## src/inc/sensor_seq_pkg.sv

```systemverilog
package sensor_seq_pkg;

  // ------------------------------
  // timing figures and derived cycle counts
  // ------------------------------
  localparam int CLK_PERIOD_NS = 100;
  localparam int TMR_W = 20;
  localparam int SUPPLY_STEP_US = 10;
  localparam int RESET_HOLD_MS = 1;
  localparam int PLL_LOCK_MS = 1;
  localparam int COOLDOWN_MS = 100;
  localparam int STOP_WAIT_MS = 1;
  localparam int INIT_EXTCLKS = 850000;
  // longest spacing rounds down, least times round up
  localparam logic [TMR_W-1:0] STEP_CYC = TMR_W'((SUPPLY_STEP_US * 1000) / CLK_PERIOD_NS);
  localparam logic [TMR_W-1:0] RESET_HOLD_CYC =
    TMR_W'((RESET_HOLD_MS * 1000000 + CLK_PERIOD_NS - 1) / CLK_PERIOD_NS);
  localparam logic [TMR_W-1:0] PLL_LOCK_CYC =
    TMR_W'((PLL_LOCK_MS * 1000000 + CLK_PERIOD_NS - 1) / CLK_PERIOD_NS);
  localparam logic [TMR_W-1:0] COOLDOWN_CYC =
    TMR_W'((COOLDOWN_MS * 1000000 + CLK_PERIOD_NS - 1) / CLK_PERIOD_NS);
  localparam logic [TMR_W-1:0] STOP_WAIT_CYC =
    TMR_W'((STOP_WAIT_MS * 1000000 + CLK_PERIOD_NS - 1) / CLK_PERIOD_NS);
  localparam logic [TMR_W-1:0] INIT_EXTERNAL_INPUT_CLOCK_CNT = TMR_W'(INIT_EXTCLKS);

  // ------------------------------
  // register map of this controller
  // ------------------------------
  localparam logic [7:0] CTRL_OFF = 8'h00;
  localparam logic [7:0] STATUS_OFF = 8'h04;
  localparam logic [7:0] SWR_OFF = 8'h08;
  localparam logic [7:0] CTRLVAL_OFF = 8'h0C;
  localparam int CTRL_POWER_BIT = 0;
  localparam int CTRL_STREAM_BIT = 1;
  localparam int STAT_REFUSED_BIT = 16;
  localparam int STAT_PEND_BIT = 17;
  localparam logic [1:0] CTRL_RST = 2'h0;
  localparam logic [15:0] CTRLVAL_RST = 16'h0000;
  localparam logic [1:0] RESP_OKAY = 2'h0;
  localparam logic [1:0] RESP_DECERR = 2'h3;

  // ------------------------------
  // sensor side
  // ------------------------------
  localparam logic [15:0] SENSOR_CONTROL_ADDR = 16'h301A;
  localparam int STREAM_BIT = 2;

  typedef enum logic [15:0] {
    S_OFF = 16'h0001,
    S_PU_PLL = 16'h0002,
    S_PU_ANA = 16'h0004,
    S_PU_IO = 16'h0008,
    S_PU_CORE = 16'h0010,
    S_RST_HOLD = 16'h0020,
    S_INIT = 16'h0040,
    S_READY = 16'h0080,
    S_STR_ON = 16'h0100,
    S_STREAMING = 16'h0200,
    S_STR_OFF = 16'h0400,
    S_STOP_WAIT = 16'h0800,
    S_PD_CORE = 16'h1000,
    S_PD_IO = 16'h2000,
    S_PD_ANA = 16'h4000,
    S_COOL = 16'h8000
  } state_t;

  typedef struct packed {
    logic pll;
    logic analog;
    logic pixel;
    logic io;
    logic core;
  } supply_en_t;

  typedef struct packed {
    logic [15:0] addr;
    logic [15:0] data;
  } sensor_wr_t;

endpackage

```

## src/verilog/sensor_power_reset_sequencer.sv

```systemverilog
// Contract
// RL1: pll supply first, analog and pixel supplies up to 10 us later.
// RL2: then io supply, then core supply, each up to 10 us apart.
// RL3: pll supply never rises after any other supply.
// RL4: external input clock enabled only after the last supply is stable.
// RL5: hold hard reset low at least 1 ms after rails settle.
// RL6: after reset release wait 850000 external clocks of initialization.
// RL7: after configuration writes wait 1 ms for pll lock before streaming.
// RL8: start streaming by writing one to bit 2 of sensor control.
// RL9: clear bit 2 of sensor control before removing power while streaming.
// RL10: device stops at end of row or frame after streaming is cleared.
// RL11: power down core, io, pixel and analog, then pll.
// RL12: keep supplies off at least 100 ms before the next power-up.
// RL13: refuse register writes until initialization ends; one state per step.
//
// Added by the designer: register access over AXI4-Lite.
`timescale 1ns/1ps
module sensor_power_reset_sequencer #(
  parameter logic [19:0] RESET_HOLD_CYC = sensor_seq_pkg::RESET_HOLD_CYC,
  parameter logic [19:0] INIT_EXTERNAL_INPUT_CLOCK_CNT = sensor_seq_pkg::INIT_EXTERNAL_INPUT_CLOCK_CNT,
  parameter logic [19:0] PLL_LOCK_CYC = sensor_seq_pkg::PLL_LOCK_CYC,
  parameter logic [19:0] STOP_WAIT_CYC = sensor_seq_pkg::STOP_WAIT_CYC,
  parameter logic [19:0] COOLDOWN_CYC = sensor_seq_pkg::COOLDOWN_CYC
) (
  input wire logic aclk,
  input wire logic aresetn,
  input wire logic [7:0] awaddr,
  input wire logic awvalid,
  output logic awready,
  input wire logic [31:0] wdata,
  input wire logic [3:0] wstrb,
  input wire logic wvalid,
  output logic wready,
  output logic [1:0] bresp,
  output logic bvalid,
  input wire logic bready,
  input wire logic [7:0] araddr,
  input wire logic arvalid,
  output logic arready,
  output logic [31:0] rdata,
  output logic [1:0] rresp,
  output logic rvalid,
  input wire logic rready,
  input wire logic supplies_stable,
  output sensor_seq_pkg::supply_en_t supply_en,
  output logic external_input_clock,
  output logic sensor_reset_n,
  output logic sensor_wr_valid,
  output sensor_seq_pkg::sensor_wr_t sensor_wr,
  input wire logic sensor_wr_ready
);

  // ----------------------------------------------------------------
  // declarations
  // ----------------------------------------------------------------
  sensor_seq_pkg::state_t state_r, state_nxt;
  logic [1:0] ctrl_r;
  logic [15:0] ctrlval_r;
  logic refused_r;
  logic sw_pend_r;
  sensor_seq_pkg::sensor_wr_t sw_req_r;
  logic fsm_owner_r;
  logic aw_hold_r, w_hold_r;
  logic [7:0] awaddr_r;
  logic [31:0] wdata_r;
  logic [3:0] wstrb_r;
  logic do_write;
  logic [31:0] merged;
  logic [31:0] rd_mux;
  logic rd_hit;
  logic ext_en_nxt;
  logic ext_rise;
  logic tmr_load, tmr_tick, tmr_done;
  logic [19:0] tmr_val;
  logic fsm_wr_req;
  logic wr_done, sw_done, fsm_done;
  logic power_on, stream_on, wr_open;
  logic [15:0] stream_word;

  assign power_on = ctrl_r[sensor_seq_pkg::CTRL_POWER_BIT];
  assign stream_on = ctrl_r[sensor_seq_pkg::CTRL_STREAM_BIT];
  // software writes are refused unless the state is S_READY or S_STREAMING
  assign wr_open = (state_r == sensor_seq_pkg::S_READY)
                || (state_r == sensor_seq_pkg::S_STREAMING); // [RL13]
  assign wr_done = sensor_wr_valid && sensor_wr_ready;
  assign fsm_done = wr_done && fsm_owner_r;
  assign sw_done = wr_done && !fsm_owner_r;
  assign stream_word = ctrlval_r;

  // ----------------------------------------------------------------
  // axi4-lite write channel
  // ----------------------------------------------------------------
  assign do_write = aw_hold_r && w_hold_r && !bvalid;

  always_ff @(posedge aclk) begin
    if (!aresetn) begin
      awready <= 1'b0;
      aw_hold_r <= 1'b0;
      awaddr_r <= 8'h00;
    end else if (awvalid && awready) begin
      awready <= 1'b0;
      aw_hold_r <= 1'b1;
      awaddr_r <= awaddr;
    end else if (do_write) begin
      awready <= 1'b1;
      aw_hold_r <= 1'b0;
    end else begin
      awready <= !aw_hold_r;
    end
  end

  always_ff @(posedge aclk) begin
    if (!aresetn) begin
      wready <= 1'b0;
      w_hold_r <= 1'b0;
      wdata_r <= 32'h00000000;
      wstrb_r <= 4'h0;
    end else if (wvalid && wready) begin
      wready <= 1'b0;
      w_hold_r <= 1'b1;
      wdata_r <= wdata;
      wstrb_r <= wstrb;
    end else if (do_write) begin
      wready <= 1'b1;
      w_hold_r <= 1'b0;
    end else begin
      wready <= !w_hold_r;
    end
  end

  always_ff @(posedge aclk) begin
    if (!aresetn) begin
      bvalid <= 1'b0;
      bresp <= sensor_seq_pkg::RESP_OKAY;
    end else if (do_write) begin
      bvalid <= 1'b1;
      case (awaddr_r)
        sensor_seq_pkg::CTRL_OFF, sensor_seq_pkg::STATUS_OFF,
        sensor_seq_pkg::SWR_OFF, sensor_seq_pkg::CTRLVAL_OFF: bresp <= sensor_seq_pkg::RESP_OKAY;
        default: bresp <= sensor_seq_pkg::RESP_DECERR;
      endcase
    end else if (bvalid && bready) begin
      bvalid <= 1'b0;
    end
  end

  // byte lanes not strobed keep their old contents
  always_comb begin
    case (awaddr_r)
      sensor_seq_pkg::CTRL_OFF: merged = {30'h00000000, ctrl_r};
      sensor_seq_pkg::CTRLVAL_OFF: merged = {16'h0000, ctrlval_r};
      sensor_seq_pkg::SWR_OFF: merged = sw_req_r;
      default: merged = 32'h00000000;
    endcase
    for (int i = 0; i < 4; i++) begin
      if (wstrb_r[i]) begin
        merged[8*i +: 8] = wdata_r[8*i +: 8];
      end
    end
  end

  // ----------------------------------------------------------------
  // controller registers
  // ----------------------------------------------------------------
  always_ff @(posedge aclk) begin
    if (!aresetn) begin
      ctrl_r <= sensor_seq_pkg::CTRL_RST;
      ctrlval_r <= sensor_seq_pkg::CTRLVAL_RST;
    end else if (do_write && awaddr_r == sensor_seq_pkg::CTRL_OFF) begin
      ctrl_r <= merged[1:0];
    end else if (do_write && awaddr_r == sensor_seq_pkg::CTRLVAL_OFF) begin
      ctrlval_r <= merged[15:0];
    end
  end

  // a refused write leaves a sticky flag; the next accepted one clears it
  always_ff @(posedge aclk) begin
    if (!aresetn) begin
      sw_pend_r <= 1'b0;
      sw_req_r <= '0;
      refused_r <= 1'b0;
    end else begin
      if (sw_done) sw_pend_r <= 1'b0;
      if (do_write && awaddr_r == sensor_seq_pkg::SWR_OFF) begin
        if (wr_open && (!sw_pend_r || sw_done)) begin
          sw_pend_r <= 1'b1;
          sw_req_r <= merged;
          refused_r <= 1'b0;
        end else begin
          refused_r <= 1'b1; // [RL13]
        end
      end
    end
  end

  // ----------------------------------------------------------------
  // axi4-lite read channel
  // ----------------------------------------------------------------
  always_comb begin
    rd_hit = 1'b1;
    rd_mux = 32'h00000000;
    case (araddr)
      sensor_seq_pkg::CTRL_OFF: rd_mux = {30'h00000000, ctrl_r};
      sensor_seq_pkg::STATUS_OFF: rd_mux = {14'h0000, sw_pend_r, refused_r, state_r};
      sensor_seq_pkg::SWR_OFF: rd_mux = sw_req_r;
      sensor_seq_pkg::CTRLVAL_OFF: rd_mux = {16'h0000, ctrlval_r};
      default: rd_hit = 1'b0;
    endcase
  end

  always_ff @(posedge aclk) begin
    if (!aresetn) begin
      arready <= 1'b0;
      rvalid <= 1'b0;
      rdata <= 32'h00000000;
      rresp <= sensor_seq_pkg::RESP_OKAY;
    end else if (arvalid && arready) begin
      arready <= 1'b0;
      rvalid <= 1'b1;
      rdata <= rd_mux;
      rresp <= rd_hit ? sensor_seq_pkg::RESP_OKAY : sensor_seq_pkg::RESP_DECERR;
    end else if (rvalid && rready) begin
      rvalid <= 1'b0;
      arready <= 1'b1;
    end else begin
      arready <= !rvalid;
    end
  end

  // ----------------------------------------------------------------
  // sequencing state machine
  // ----------------------------------------------------------------
  assign fsm_wr_req = (state_r == sensor_seq_pkg::S_STR_ON
                    || state_r == sensor_seq_pkg::S_STR_OFF) && !sensor_wr_valid;

  always_comb begin
    state_nxt = state_r;
    case (state_r)
      sensor_seq_pkg::S_OFF:
        if (power_on) state_nxt = sensor_seq_pkg::S_PU_PLL; // [RL3]
      sensor_seq_pkg::S_PU_PLL:
        if (!power_on) state_nxt = sensor_seq_pkg::S_PD_CORE;
        else if (tmr_done) state_nxt = sensor_seq_pkg::S_PU_ANA; // [RL1]
      sensor_seq_pkg::S_PU_ANA:
        if (!power_on) state_nxt = sensor_seq_pkg::S_PD_CORE;
        else if (tmr_done) state_nxt = sensor_seq_pkg::S_PU_IO; // [RL2]
      sensor_seq_pkg::S_PU_IO:
        if (!power_on) state_nxt = sensor_seq_pkg::S_PD_CORE;
        else if (tmr_done) state_nxt = sensor_seq_pkg::S_PU_CORE; // [RL2]
      sensor_seq_pkg::S_PU_CORE:
        if (!power_on) state_nxt = sensor_seq_pkg::S_PD_CORE;
        else if (supplies_stable) state_nxt = sensor_seq_pkg::S_RST_HOLD; // [RL4]
      sensor_seq_pkg::S_RST_HOLD:
        if (!power_on) state_nxt = sensor_seq_pkg::S_PD_CORE;
        else if (tmr_done) state_nxt = sensor_seq_pkg::S_INIT; // [RL5]
      sensor_seq_pkg::S_INIT:
        if (!power_on) state_nxt = sensor_seq_pkg::S_PD_CORE;
        else if (tmr_done) state_nxt = sensor_seq_pkg::S_READY; // [RL6]
      sensor_seq_pkg::S_READY:
        if (!power_on) state_nxt = sensor_seq_pkg::S_PD_CORE;
        else if (stream_on && tmr_done && !sw_pend_r && !sensor_wr_valid)
          state_nxt = sensor_seq_pkg::S_STR_ON; // [RL7]
      sensor_seq_pkg::S_STR_ON:
        if (fsm_done) state_nxt = sensor_seq_pkg::S_STREAMING; // [RL8]
      sensor_seq_pkg::S_STREAMING:
        if ((!power_on || !stream_on) && !sw_pend_r && !sensor_wr_valid)
          state_nxt = sensor_seq_pkg::S_STR_OFF; // [RL9]
      sensor_seq_pkg::S_STR_OFF:
        if (fsm_done) state_nxt = sensor_seq_pkg::S_STOP_WAIT; // [RL9]
      sensor_seq_pkg::S_STOP_WAIT:
        // no standby pin: allow a row or frame to drain for a fixed time
        if (tmr_done) begin
          state_nxt = power_on ? sensor_seq_pkg::S_READY : sensor_seq_pkg::S_PD_CORE; // [RL10]
        end
      sensor_seq_pkg::S_PD_CORE:
        if (tmr_done) state_nxt = sensor_seq_pkg::S_PD_IO; // [RL11]
      sensor_seq_pkg::S_PD_IO:
        if (tmr_done) state_nxt = sensor_seq_pkg::S_PD_ANA; // [RL11]
      sensor_seq_pkg::S_PD_ANA:
        if (tmr_done) state_nxt = sensor_seq_pkg::S_COOL; // [RL11]
      sensor_seq_pkg::S_COOL:
        if (tmr_done) state_nxt = sensor_seq_pkg::S_OFF; // [RL12]
      default:
        state_nxt = sensor_seq_pkg::S_OFF;
    endcase
  end

  always_ff @(posedge aclk) begin
    if (!aresetn) begin
      state_r <= sensor_seq_pkg::S_OFF;
    end else begin
      state_r <= state_nxt;
    end
  end

  // timer is loaded on the edge that enters a timed state
  always_comb begin
    tmr_load = 1'b0;
    tmr_val = sensor_seq_pkg::STEP_CYC - 20'h00001; // [RL1]
    if (state_nxt != state_r) begin
      case (state_nxt)
        sensor_seq_pkg::S_PU_PLL, sensor_seq_pkg::S_PU_ANA, sensor_seq_pkg::S_PU_IO,
        sensor_seq_pkg::S_PD_CORE, sensor_seq_pkg::S_PD_IO, sensor_seq_pkg::S_PD_ANA:
          tmr_load = 1'b1;
        sensor_seq_pkg::S_RST_HOLD: begin
          tmr_load = 1'b1;
          tmr_val = RESET_HOLD_CYC; // [RL5]
        end
        sensor_seq_pkg::S_INIT: begin
          tmr_load = 1'b1;
          tmr_val = INIT_EXTERNAL_INPUT_CLOCK_CNT; // [RL6]
        end
        sensor_seq_pkg::S_READY: begin
          tmr_load = 1'b1;
          tmr_val = PLL_LOCK_CYC; // [RL7]
        end
        sensor_seq_pkg::S_STOP_WAIT: begin
          tmr_load = 1'b1;
          tmr_val = STOP_WAIT_CYC;
        end
        sensor_seq_pkg::S_COOL: begin
          tmr_load = 1'b1;
          tmr_val = COOLDOWN_CYC; // [RL12]
        end
        default: tmr_load = 1'b0;
      endcase
    end else if (state_r == sensor_seq_pkg::S_READY && sw_done) begin
      // every configuration write completed in S_READY restarts the lock wait
      tmr_load = 1'b1;
      tmr_val = PLL_LOCK_CYC; // [RL7]
    end
  end

  // initialization is counted in external clocks, everything else in aclk
  assign tmr_tick = (state_r == sensor_seq_pkg::S_INIT) ? ext_rise : 1'b1; // [RL6]

  seq_timer #(
    .W(sensor_seq_pkg::TMR_W)
  ) u_timer (
    .clk(aclk),
    .rst_n(aresetn),
    .load(tmr_load),
    .load_val(tmr_val),
    .tick(tmr_tick),
    .done(tmr_done)
  );

  // ----------------------------------------------------------------
  // supply, reset and clock pins
  // ----------------------------------------------------------------
  always_ff @(posedge aclk) begin
    if (!aresetn) begin
      supply_en <= '0;
    end else begin
      case (state_nxt)
        sensor_seq_pkg::S_OFF, sensor_seq_pkg::S_COOL:
          supply_en <= '0;
        sensor_seq_pkg::S_PU_PLL, sensor_seq_pkg::S_PD_ANA:
          supply_en <= '{pll: 1'b1, default: 1'b0}; // [RL3]
        sensor_seq_pkg::S_PU_ANA, sensor_seq_pkg::S_PD_IO:
          supply_en <= '{pll: 1'b1, analog: 1'b1, pixel: 1'b1, default: 1'b0}; // [RL1]
        sensor_seq_pkg::S_PU_IO, sensor_seq_pkg::S_PD_CORE:
          supply_en <= '{core: 1'b0, default: 1'b1}; // [RL2]
        default:
          supply_en <= '{default: 1'b1}; // [RL2]
      endcase
    end
  end

  // reset is held low until initialization starts and again at power-down
  always_ff @(posedge aclk) begin
    if (!aresetn) begin
      sensor_reset_n <= 1'b0;
    end else begin
      sensor_reset_n <= state_nxt inside {sensor_seq_pkg::S_INIT, sensor_seq_pkg::S_READY,
        sensor_seq_pkg::S_STR_ON, sensor_seq_pkg::S_STREAMING,
        sensor_seq_pkg::S_STR_OFF, sensor_seq_pkg::S_STOP_WAIT}; // [RL5]
    end
  end

  // divide-by-two, 5 MHz; gated by the next state so it stops with the core supply
  assign ext_en_nxt = state_nxt inside {sensor_seq_pkg::S_RST_HOLD, sensor_seq_pkg::S_INIT,
    sensor_seq_pkg::S_READY, sensor_seq_pkg::S_STR_ON, sensor_seq_pkg::S_STREAMING,
    sensor_seq_pkg::S_STR_OFF, sensor_seq_pkg::S_STOP_WAIT}; // [RL4]
  assign ext_rise = ext_en_nxt && !external_input_clock;

  always_ff @(posedge aclk) begin
    if (!aresetn) begin
      external_input_clock <= 1'b0;
    end else begin
      external_input_clock <= ext_rise; // [RL4]
    end
  end

  // ----------------------------------------------------------------
  // sensor register write port
  // ----------------------------------------------------------------
  always_ff @(posedge aclk) begin
    if (!aresetn) begin
      sensor_wr_valid <= 1'b0;
      sensor_wr <= '0;
      fsm_owner_r <= 1'b0;
    end else if (wr_done) begin
      sensor_wr_valid <= 1'b0;
    end else if (fsm_wr_req) begin
      sensor_wr_valid <= 1'b1;
      fsm_owner_r <= 1'b1;
      sensor_wr.addr <= sensor_seq_pkg::SENSOR_CONTROL_ADDR;
      sensor_wr.data <= stream_word;
      sensor_wr.data[sensor_seq_pkg::STREAM_BIT] <=
        (state_r == sensor_seq_pkg::S_STR_ON); // [RL8] [RL9]
    end else if (sw_pend_r && !sensor_wr_valid) begin
      sensor_wr_valid <= 1'b1;
      fsm_owner_r <= 1'b0;
      sensor_wr <= sw_req_r; // [RL13]
    end
  end

endmodule

```

## src/verilog/seq_timer.sv

```systemverilog
`timescale 1ns/1ps
module seq_timer #(
  parameter int W = 20
) (
  input wire logic clk,
  input wire logic rst_n,
  input wire logic load,
  input wire logic [W-1:0] load_val,
  input wire logic tick,
  output logic done
);

  logic [W-1:0] cnt_r;

  // load wins over a tick in the same cycle
  always_ff @(posedge clk) begin
    if (!rst_n) begin
      cnt_r <= '0;
    end else if (load) begin
      cnt_r <= load_val;
    end else if (tick && cnt_r != '0) begin
      cnt_r <= cnt_r - W'(1);
    end
  end

  assign done = (cnt_r == '0);

endmodule

```

## config.mk

```make
export PLATFORM = sky130hd
export DESIGN_NAME = sensor_power_reset_sequencer
export DESIGN_NICKNAME = d
export VERILOG_FILES = /design/src/inc/sensor_seq_pkg.sv /design/src/verilog/sensor_power_reset_sequencer.sv /design/src/verilog/seq_timer.sv
export SDC_FILE = /design/constraint.sdc
export NUM_CORES = 1
export LEC_CHECK = 0
export BUFFER_PORTS_ARGS = -buffer_cell sky130_fd_sc_hd__buf_4
export CORE_ASPECT_RATIO = 0.6
export CORE_MARGIN = 1.5
export CORE_UTILIZATION = 52
export DETAILED_ROUTE_END_ITERATION = 8
export PLACE_DENSITY = 0.76
export REMOVE_ABC_BUFFERS = 1
export SLEW_MARGIN = 20
export SYNTH_ARGS = -nofsm -noshare
export SYNTH_HDL_FRONTEND = slang
export SYNTH_HIERARCHICAL = 1
export SYNTH_SLANG_ARGS = --single-unit
```

## constraint.sdc

```tcl
create_clock -name aclk -period 4.4 [get_ports aclk]
set_clock_uncertainty 0.2 [all_clocks]
set_input_delay 0.66 -clock aclk [delete_from_list [all_inputs] [get_ports aclk]]
set_output_delay 0.66 -clock aclk [all_outputs]
set_load 0.005 [all_outputs]
```

==> reports/metrics.cfg, run 1 <==
[outcome]
status = complete, no violations

[setup_path]
cp_top_family = simple AND/OR/NAND/NOR gates
worstPathMaxFanout = 20
slowest_stage = or3b_1
cpPeakStageDelay_ps = 370
path_class = reg2reg
critPathRequiredTime_ps = 4630
cp.arrival_ps = 4430
r2r-start = u_timer/cnt_r[0]
endpoint_kind = register
cp_common_cell = or3_1
startpoint_type = register
worstSetupStartpoint = u_timer/cnt_r[0]
cp_num_buf_inv = 2
path_cells = inv_1, ha_1, or4b_4, nor3b_4, and2_2, buf_6, or3b_1, o31a_1, nor4_4, nor3_2, o21ai_1, nor4_2, a21oi_1, or3_1, nand2_1, or3_1, a211o_2, or3_1, a31oi_1

[global_route]
grt_pass1_vias = 8652
grt_overflow_total = 0
grt_max_degree = 100
antenna_found_initial = 0
grt_pass1_wl_mm = 47.2
grt.total_usage = 0.296

[run]
maxCapViolations = 0

[route]
routed_wl_mm = 29.6
num_vias = 9612
routedWlPerCell_um = 18.7
drc = 0
postRouteAntennaNets = 0
drt_iter0_drc = 1018
routed_via_density = 6.08
drt_first_pass_iters = 5

[cts]
holdBufCountCts = 0
clk_latency_ps = 500
cts-root-buf = clkbuf_16
cts_max_level = 1
cts_sinks = 213
cts_setup_buffers = 0
cts_tree = built
clk_pin_slew_worst_paths_ps = 60
clockBufferDepth = 3
cts_made_buffers = 20

[synthesis]
synth.top_cell.area_share = 0.429
synth_area_leaders = dfxtp_1, nand2_1, a21oi_1, nor2_1, a22oi_1
yosysWarnings = 6
synth_edf_count = 0
synthTopCellsByCount = dfxtp_1, nand2_1, nor2_1, a21oi_1, clkbuf_1
yosysMostFrequentCell = dfxtp_1
async_flop_share = 0
syn_avg_cell_area_um2 = 8.22
synth.largest_area_cell = dfxtp_1
synth_ff_type = dfxtp_1
ys_types = 86
seq_area_frac_synth = 0.429
ys_seq_elements = 213
netlist_area_mm2 = 0.00993
syn_inst = 1208

[final_layout]
num_antenna_cells = 0
syn2layout_area_growth_pct = 20.9
final_area_mm2 = 0.0120
final_cells = 1581
fin_util = 0.652
nNetsFinal = 1393
drive_gt1_frac = 0.218

[floorplanning]
rows = 38
die_y_um = 110
start_util = 0.540
die_area_mm2 = 0.0200
coreArea_mm2 = 0.0184
die_width_um = 181
pin_count = 142

[sta]
rsz0062_at_grt = false
finalSetupViolCount = 0
fin_ws_ps = 200
final.min_clock_period_ps = 4200
relSlewSlack = 0.276
timing.fmax_ghz = 0.238
whs_ps = 200
worstMarginPinSlew_ps = 1080
final_max_slew_viol_count = 0
setup_tns_ps = 0
finalCritPeriodShare = 0.954
finalHoldViolations = 0

[placed_design]
placed_cells_incl_taps = 1548
dp_hpwl_mm = 20.7
placed_cell_area_mm2 = 0.0113
pre_cts_slack_ps = 8.26
routabilityCongestion = 0.986
port_buffers = 141

[power_and_ir_drop]
power_density_mw_per_mm2 = 401
p_total_mw = 4.81
ir_drop_mv = 0.304
leakagePower_nw = 4.54

[worst_hold_path]
holdCritPathClass = in2reg
hp-start = wstrb[2]

## final cells by class
class | instances | area [um2]
Inverter | 19 | 73.8
Clock inverter | 5 | 38.8
Timing Repair Buffer | 195 | 1480
Tap cell | 240 | 300
Fill cell | 1598 | 6400
Clock buffer | 28 | 561
Multi-Input combinational cell | 881 | 5290
Sequential cell | 213 | 4260
## tightest hold or removal path, cell delays in order
cell	delay, ps
buf_4	110
nand2_1	40
a21oi_1	50
## registers in the layout (all words and copies together), names as in the netlist, 2 cells and up
name           flops
sensor_wr         32
supply_en          4
ctrlval_r         16
wdata_r           32
rdata             32
sw_req_r          32
state_r           16
wstrb_r            4
u_timer/cnt_r     20
awaddr_r           8
ctrl_r             2
## layout by cell type, fill, tap and decap left out, drive strengths merged, types with 15 or more instances in the layout
cell type | netlist | routed
dfxtp | 213 | 213
buf | 22 | 195
nand2 | 174 | 174
nor2 | 134 | 134
a21oi | 110 | 110
nand3 | 49 | 49
a22oi | 48 | 48
a211oi | 40 | 40
o21ai | 37 | 37
nor3 | 32 | 32
clkbuf | 75 | 28
mux2 | 24 | 24
nor4 | 21 | 21
inv | 17 | 19
xnor2 | 18 | 18
or3 | 16 | 16
a22o | 16 | 16
a311oi | 15 | 15
## report_power, final
part           internal, mW  leakage (nW)  switching (mW)  total (mW)
combinational         0.458          2.53           0.588        1.05
clock                 0.890         0.293           0.729        1.62
sequential             2.03          1.72           0.115        2.14
## final timing paths
path / endpoint / slack, ps / cells after the start
hold / removal: wstrb_r[2] / 200 / 3
setup reg to reg: u_timer/cnt_r[8] / 200 / 19
hold reg to reg: wdata_r[25] / 260 / 2
setup / recovery: u_timer/cnt_r[8] / 200 / 19
## kinds of logic (layout without fill, tap and decap cells)
kind of cell	Yosys count	in the layout	synth area share
flops	213	213	0.429
compound gates	313	313	0.215
mux	37	37	0.0432
simple gates	505	505	0.243
buf+inv	116	247	0.0474
other cells	1	3	0.000378
fa+ha+maj	2	2	0.00252
xor+xnor	21	21	0.0185
## layer usage
metal	track usage	wire, um	vias to the layer above
met5	0	0	-
met4	0.0482	354	0
met3	0.0621	3220	29
met2	0.419	11900	490
met1	0.459	14200	4529
li1	-	-	4564
## repair_timing
item                       in CTS  in global routing
setup endpoints to repair       1                 20
resized for setup               1                 16
pin swaps                       0                  3
hold endpoints to repair        0                  0
No activity file was read; power rests on OpenSTA's default activity.
==> run 2, diff against run 1 <==
Settings changed: CORE_MARGIN 1.5 to 2, RECOVER_POWER set to 50.
==> run 2 against run 1 <==
  * The run now ends with capacitance limit, slew limit left
  * Combinational power about the same
  * Critical path depth shrank 2
  * Clock power increased by 9.9%
  * Highest routed layer is now met5
==> reports/metrics.cfg, run 2 (synthesis results as in run 1) <==
[setup_path]
slowest_stage = or4b_4
path_class = reg2reg
endpoint_kind = register
cp.arrival_ps = 4340
path_cells = inv_1, ha_1, or4b_4, nor3b_4, and2_2, nor4bb_4, o21ai_1, o32ai_4, inv_2, a2111oi_4, nand3_2, nor3_4, mux2i_2, inv_2, buf_4, o21ai_0, a21oi_1
startpoint_type = register
worstPathMaxFanout = 21
cp_common_cell = inv_2
cpPeakStageDelay_ps = 490
critPathRequiredTime_ps = 4580

[global_route]
grt_pass1_vias = 8780
grt_overflow_total = 0
grt_use_met2 = 0.391
grt_max_degree = 77
antenna_found_initial = 1
grt_use_met3 = 0.0667
top_usage_layer = met1
grt.total_usage = 0.290
grt_pass1_wl_mm = 47.5
use_met1 = 0.461

[placed_design]
port_buffers = 141
pre_cts_slack_ps = 2.18
dp_hpwl_mm = 21.1
placed_cell_area_mm2 = 0.0114
routabilityCongestion = 0.987
placed_cells_incl_taps = 1558

[final_layout]
final_area_mm2 = 0.0120
nNetsFinal = 1397
drive_gt1_frac = 0.211
num_antenna_cells = 0
final_common_cell = dfxtp_1
layout_common_cells = dfxtp_1, nand2_1, nor2_1
final_cells = 1594
syn2layout_area_growth_pct = 21.1

[cts]
cts_sinks = 213
clockBufferDepth = 3
cts_made_buffers = 20
cts_setup_buffers = 0
cts_max_level = 1
clk_latency_ps = 510
cts_tree = built
cts-root-buf = clkbuf_16
clk_pin_slew_worst_paths_ps = 70

[floorplanning]
die_width_um = 182
coreArea_mm2 = 0.0189
pin_count = 142
start_util = 0.526
rows = 39
die_area_mm2 = 0.0203
die_y_um = 111

[route]
postRouteAntennaNets = 0
drt_first_pass_iters = 5
routed_via_density = 6.06
num_vias = 9657
drt_iter0_drc = 978
routed_wl_mm = 29.7
routedWlPerCell_um = 18.6
drc = 0

[sta]
finalHoldViolations = 0
final.min_clock_period_ps = 4160
worstMarginPinSlew_ps = 2400
relSlewSlack = -0.603
timing.fmax_ghz = 0.241
final_max_slew_viol_count = 114
finalSetupViolCount = 0
fin_ws_ps = 242
setup_tns_ps = 0
finalCritPeriodShare = 0.945

[worst_hold_path]
holdCritPathClass = in2reg

[run]
maxCapViolations = 2

[power_and_ir_drop]
leakagePower_nw = 4.50
ir_drop_mv = 0.303
p_total_mw = 4.97
power_density_mw_per_mm2 = 413

[outcome]
violations = capacitance limit, slew limit
status = complete, but fails checks

==> run 2: changes by cell type in the layout (fill, tap and decap cells not counted), sizes merged <==
cell	delta
buf	-81
bufinv	+1
clkbuf	+88
clkinv	-2
clkinvlp	+1
==> run 2: power by group <==
group	switching, mW	internal, mW
Sequential	0.111	2.03
Clock	0.762	1.02
Combinational	0.590	0.452
==> run 2: layer usage <==
layer	wire [um]	vias to the layer above
met4	501	2
met1	14400	4532
met3	3190	45
li1	-	4589
met5	9	-
met2	11600	489
==> run 2: per-stage QoR <==
stage          hold slack (ps)  utilization
3_5_place_dp               248        0.601
6_report                   193        0.637
3_3_place_gp               245        0.601
4_1_cts                    181        0.637
5_1_grt                    184        0.637
2_1_floorplan              236            -
==> run 2: final timing paths <==
check	from	endpoint	slack (ps)	cells after the start
max	u_timer/cnt_r[0]	u_timer/cnt_r[16]	240	17
min	wdata[19]	wdata_r[19]	190	3
max reg2reg	u_timer/cnt_r[0]	u_timer/cnt_r[16]	240	17
min reg2reg	wdata_r[28]	wdata_r[28]	250	2
==> run 2: area by class of cell <==
| class | instances | area [um2] |
|---|---|---|
| Clock buffer | 31 | 612 |
| Clock inverter | 5 | 66.3 |
| Fill cell | 1612 | 6860 |
| Inverter | 19 | 71.3 |
| Multi-Input combinational cell | 881 | 5260 |
| Sequential cell | 213 | 4260 |
| Tap cell | 246 | 308 |
| Timing Repair Buffer | 199 | 1440 |
==> run 2: timing repair <==
item,CTS,global route
hold buffers,0,0
pin swaps,0,2
resized for setup,1,9
setup endpoints to repair,6,20
endpoints found under the hold margin,0,0
==> run 2: worst max-delay path: cells and delay by family, from the launching register on <==
family          cells  cell delay [ps]
buf+inv             4              490
mux                 1              280
flops               1              330
fa+ha+maj           1              160
compound gates      5             1020
simple gates        6             1550
==> run 3, diff against run 2 <==
Settings changed: CELL_PAD_IN_SITES_DETAIL_PLACEMENT set to 1, CELL_PAD_IN_SITES_GLOBAL_PLACEMENT set to 1, CORE_UTILIZATION 52 to 39, PLACE_DENSITY 0.76 to not set, PLACE_DENSITY_LB_ADDON set to 0.1.
==> run 3 against run 2 <==
  * The flow still finishes with violations (capacitance limit, slew limit)
  * Critical path depth shrank 1
  * Wire length increased by 18%
  * Clock-buffer cell count rose by 3
  * Cell count increased by 6.1%
  * Via count grew 0.97%
  * Clock power is 13% higher
  * Maximum frequency is 1.6% lower
  * Core utilization decreased by 15 points
  * Flip-flop and latch count unchanged
  * Largest power group unchanged
==> reports/metrics.cfg, run 3 (synthesis results as in run 1) <==
[floorplanning]
die_y_um = 128
die_width_um = 210
die_area_mm2 = 0.0268
start_util = 0.394
rows = 45
coreArea_mm2 = 0.0252
pin_count = 142

[final_layout]
layout_common_cells = dfxtp_1, nand2_1, nor2_1
final_area_mm2 = 0.0123
nNetsFinal = 1411
num_antenna_cells = 0
final_cells = 1692
final_common_cell = dfxtp_1
drive_gt1_frac = 0.220
syn2layout_area_growth_pct = 24.0
n_fill_cell = 3051

[global_route]
grt_pass1_wl_mm = 55.3
grt_pass1_vias = 9626
grt_overflow_total = 0
grt.total_usage = 0.262
grt_max_degree = 69
antenna_found_initial = 0

[route]
num_vias = 9751
routed_via_density = 5.76
postRouteAntennaNets = 0
drc = 0
drt_iter0_drc = 861
routed_wl_mm = 35.2
routedWlPerCell_um = 20.8
drt_first_pass_iters = 5

[setup_path]
startpoint_type = register
cp.arrival_ps = 4480
cp_top_family = simple AND/OR/NAND/NOR gates
worstPathMaxFanout = 15
path_class = reg2reg
endpoint_kind = register
cp_num_buf_inv = 4
critPathRequiredTime_ps = 4660
path_cells = inv_1, ha_1, or4b_4, nor3b_4, and2_4, buf_4, inv_1, a21oi_2, o21ai_1, nor4_2, a21oi_1, or3_4, buf_4, a21boi_2, mux2_4, a21oi_1
slowest_stage = or4b_4
cpPeakStageDelay_ps = 480

[sta]
final_max_slew_viol_count = 142
relSlewSlack = -0.827
finalSetupViolCount = 0
finalCritPeriodShare = 0.960
finalHoldViolations = 0
timing.fmax_ghz = 0.237
final.min_clock_period_ps = 4230
fin_ws_ps = 175
worstMarginPinSlew_ps = 2730

[power_and_ir_drop]
leakagePower_nw = 4.60
ir_drop_mv = 0.236
power_density_mw_per_mm2 = 428

[cts]
clk_latency_ps = 530
holdBufCountCts = 0
cts_tree = built
cts_sinks = 213
clockBufferDepth = 3
cts_max_level = 1
cts_made_buffers = 23
cts-root-buf = clkbuf_16
clk_pin_slew_worst_paths_ps = 70

[worst_hold_path]
holdCritPathClass = in2reg

[outcome]
violations = capacitance limit, slew limit
status = complete, but fails checks

[placed_design]
port_buffers = 141
placed_cell_area_mm2 = 0.0115
pre_cts_slack_ps = -47.4
dp_hpwl_mm = 24.8
placed_cells_incl_taps = 1650
routabilityCongestion = 0.900

[run]
maxCapViolations = 3

==> run 3: metrics by stage <==
stage	utilization	total power [mW]	hold WS [ps]	TNS, ps
detailed placement	0.458	3.27	250	-90.3
floorplan	-	2.85	236	-15090
global route	0.489	5.52	181	-67.9
global placement	0.458	3.24	245	0
finish	0.489	5.28	184	0
CTS	0.489	5.28	163	0
==> run 3: path summary, 6_finish.rpt <==
kind	startpoint	slack [ps]	to	cells past startpoint
worst max-delay path	u_timer/cnt_r[0]	170	u_timer/cnt_r[1]	16
worst min-delay path	wdata[14]	180	wdata_r[14]	3
worst max register to register	u_timer/cnt_r[0]	170	u_timer/cnt_r[1]	16
worst min register to register	wdata_r[12]	260	wdata_r[12]	2
==> run 3: area by class of cell <==
class / count / area [um2] / share of cell area
Multi-Input combinational cell: 881 / 5270 / 0.428
Sequential cell: 213 / 4260 / 0.346
Timing Repair Buffer: 210 / 1530 / 0.124
Clock buffer: 34 / 677 / 0.0550
Tap cell: 329 / 412 / 0.0334
Clock inverter: 6 / 87.6 / 0.00711
Inverter: 19 / 72.6 / 0.00589
==> run 3: power by group <==
part	total, mW	switching [mW]	internal [mW]
clock	2.01	0.823	1.18
combinational	1.14	0.643	0.495
sequential	2.13	0.102	2.03
==> run 3: repair_timing <==
| action | 4_1_cts | 5_1_grt |
|---|---|---|
| resized for setup | 2 | 11 |
| cloned | 0 | 0 |
| endpoints found under the hold margin | 0 | 0 |
| pin swaps | 0 | 4 |
| setup endpoints to repair | 11 | 20 |
| setup buffers | 0 | 2 |
==> run 3: worst min-delay path, stage by stage <==
cell,delay (ps)
buf_4,110
nand2_1,40
a21oi_1,50
==> run 3: layer usage <==
layer,GRT usage,vias to the layer above,wire length (um)
li1,-,4607,-
met1,0.401,4792,18000
met2,0.370,305,14100
met3,0.0590,47,2470
met4,0.0597,0,630
met5,0,-,0
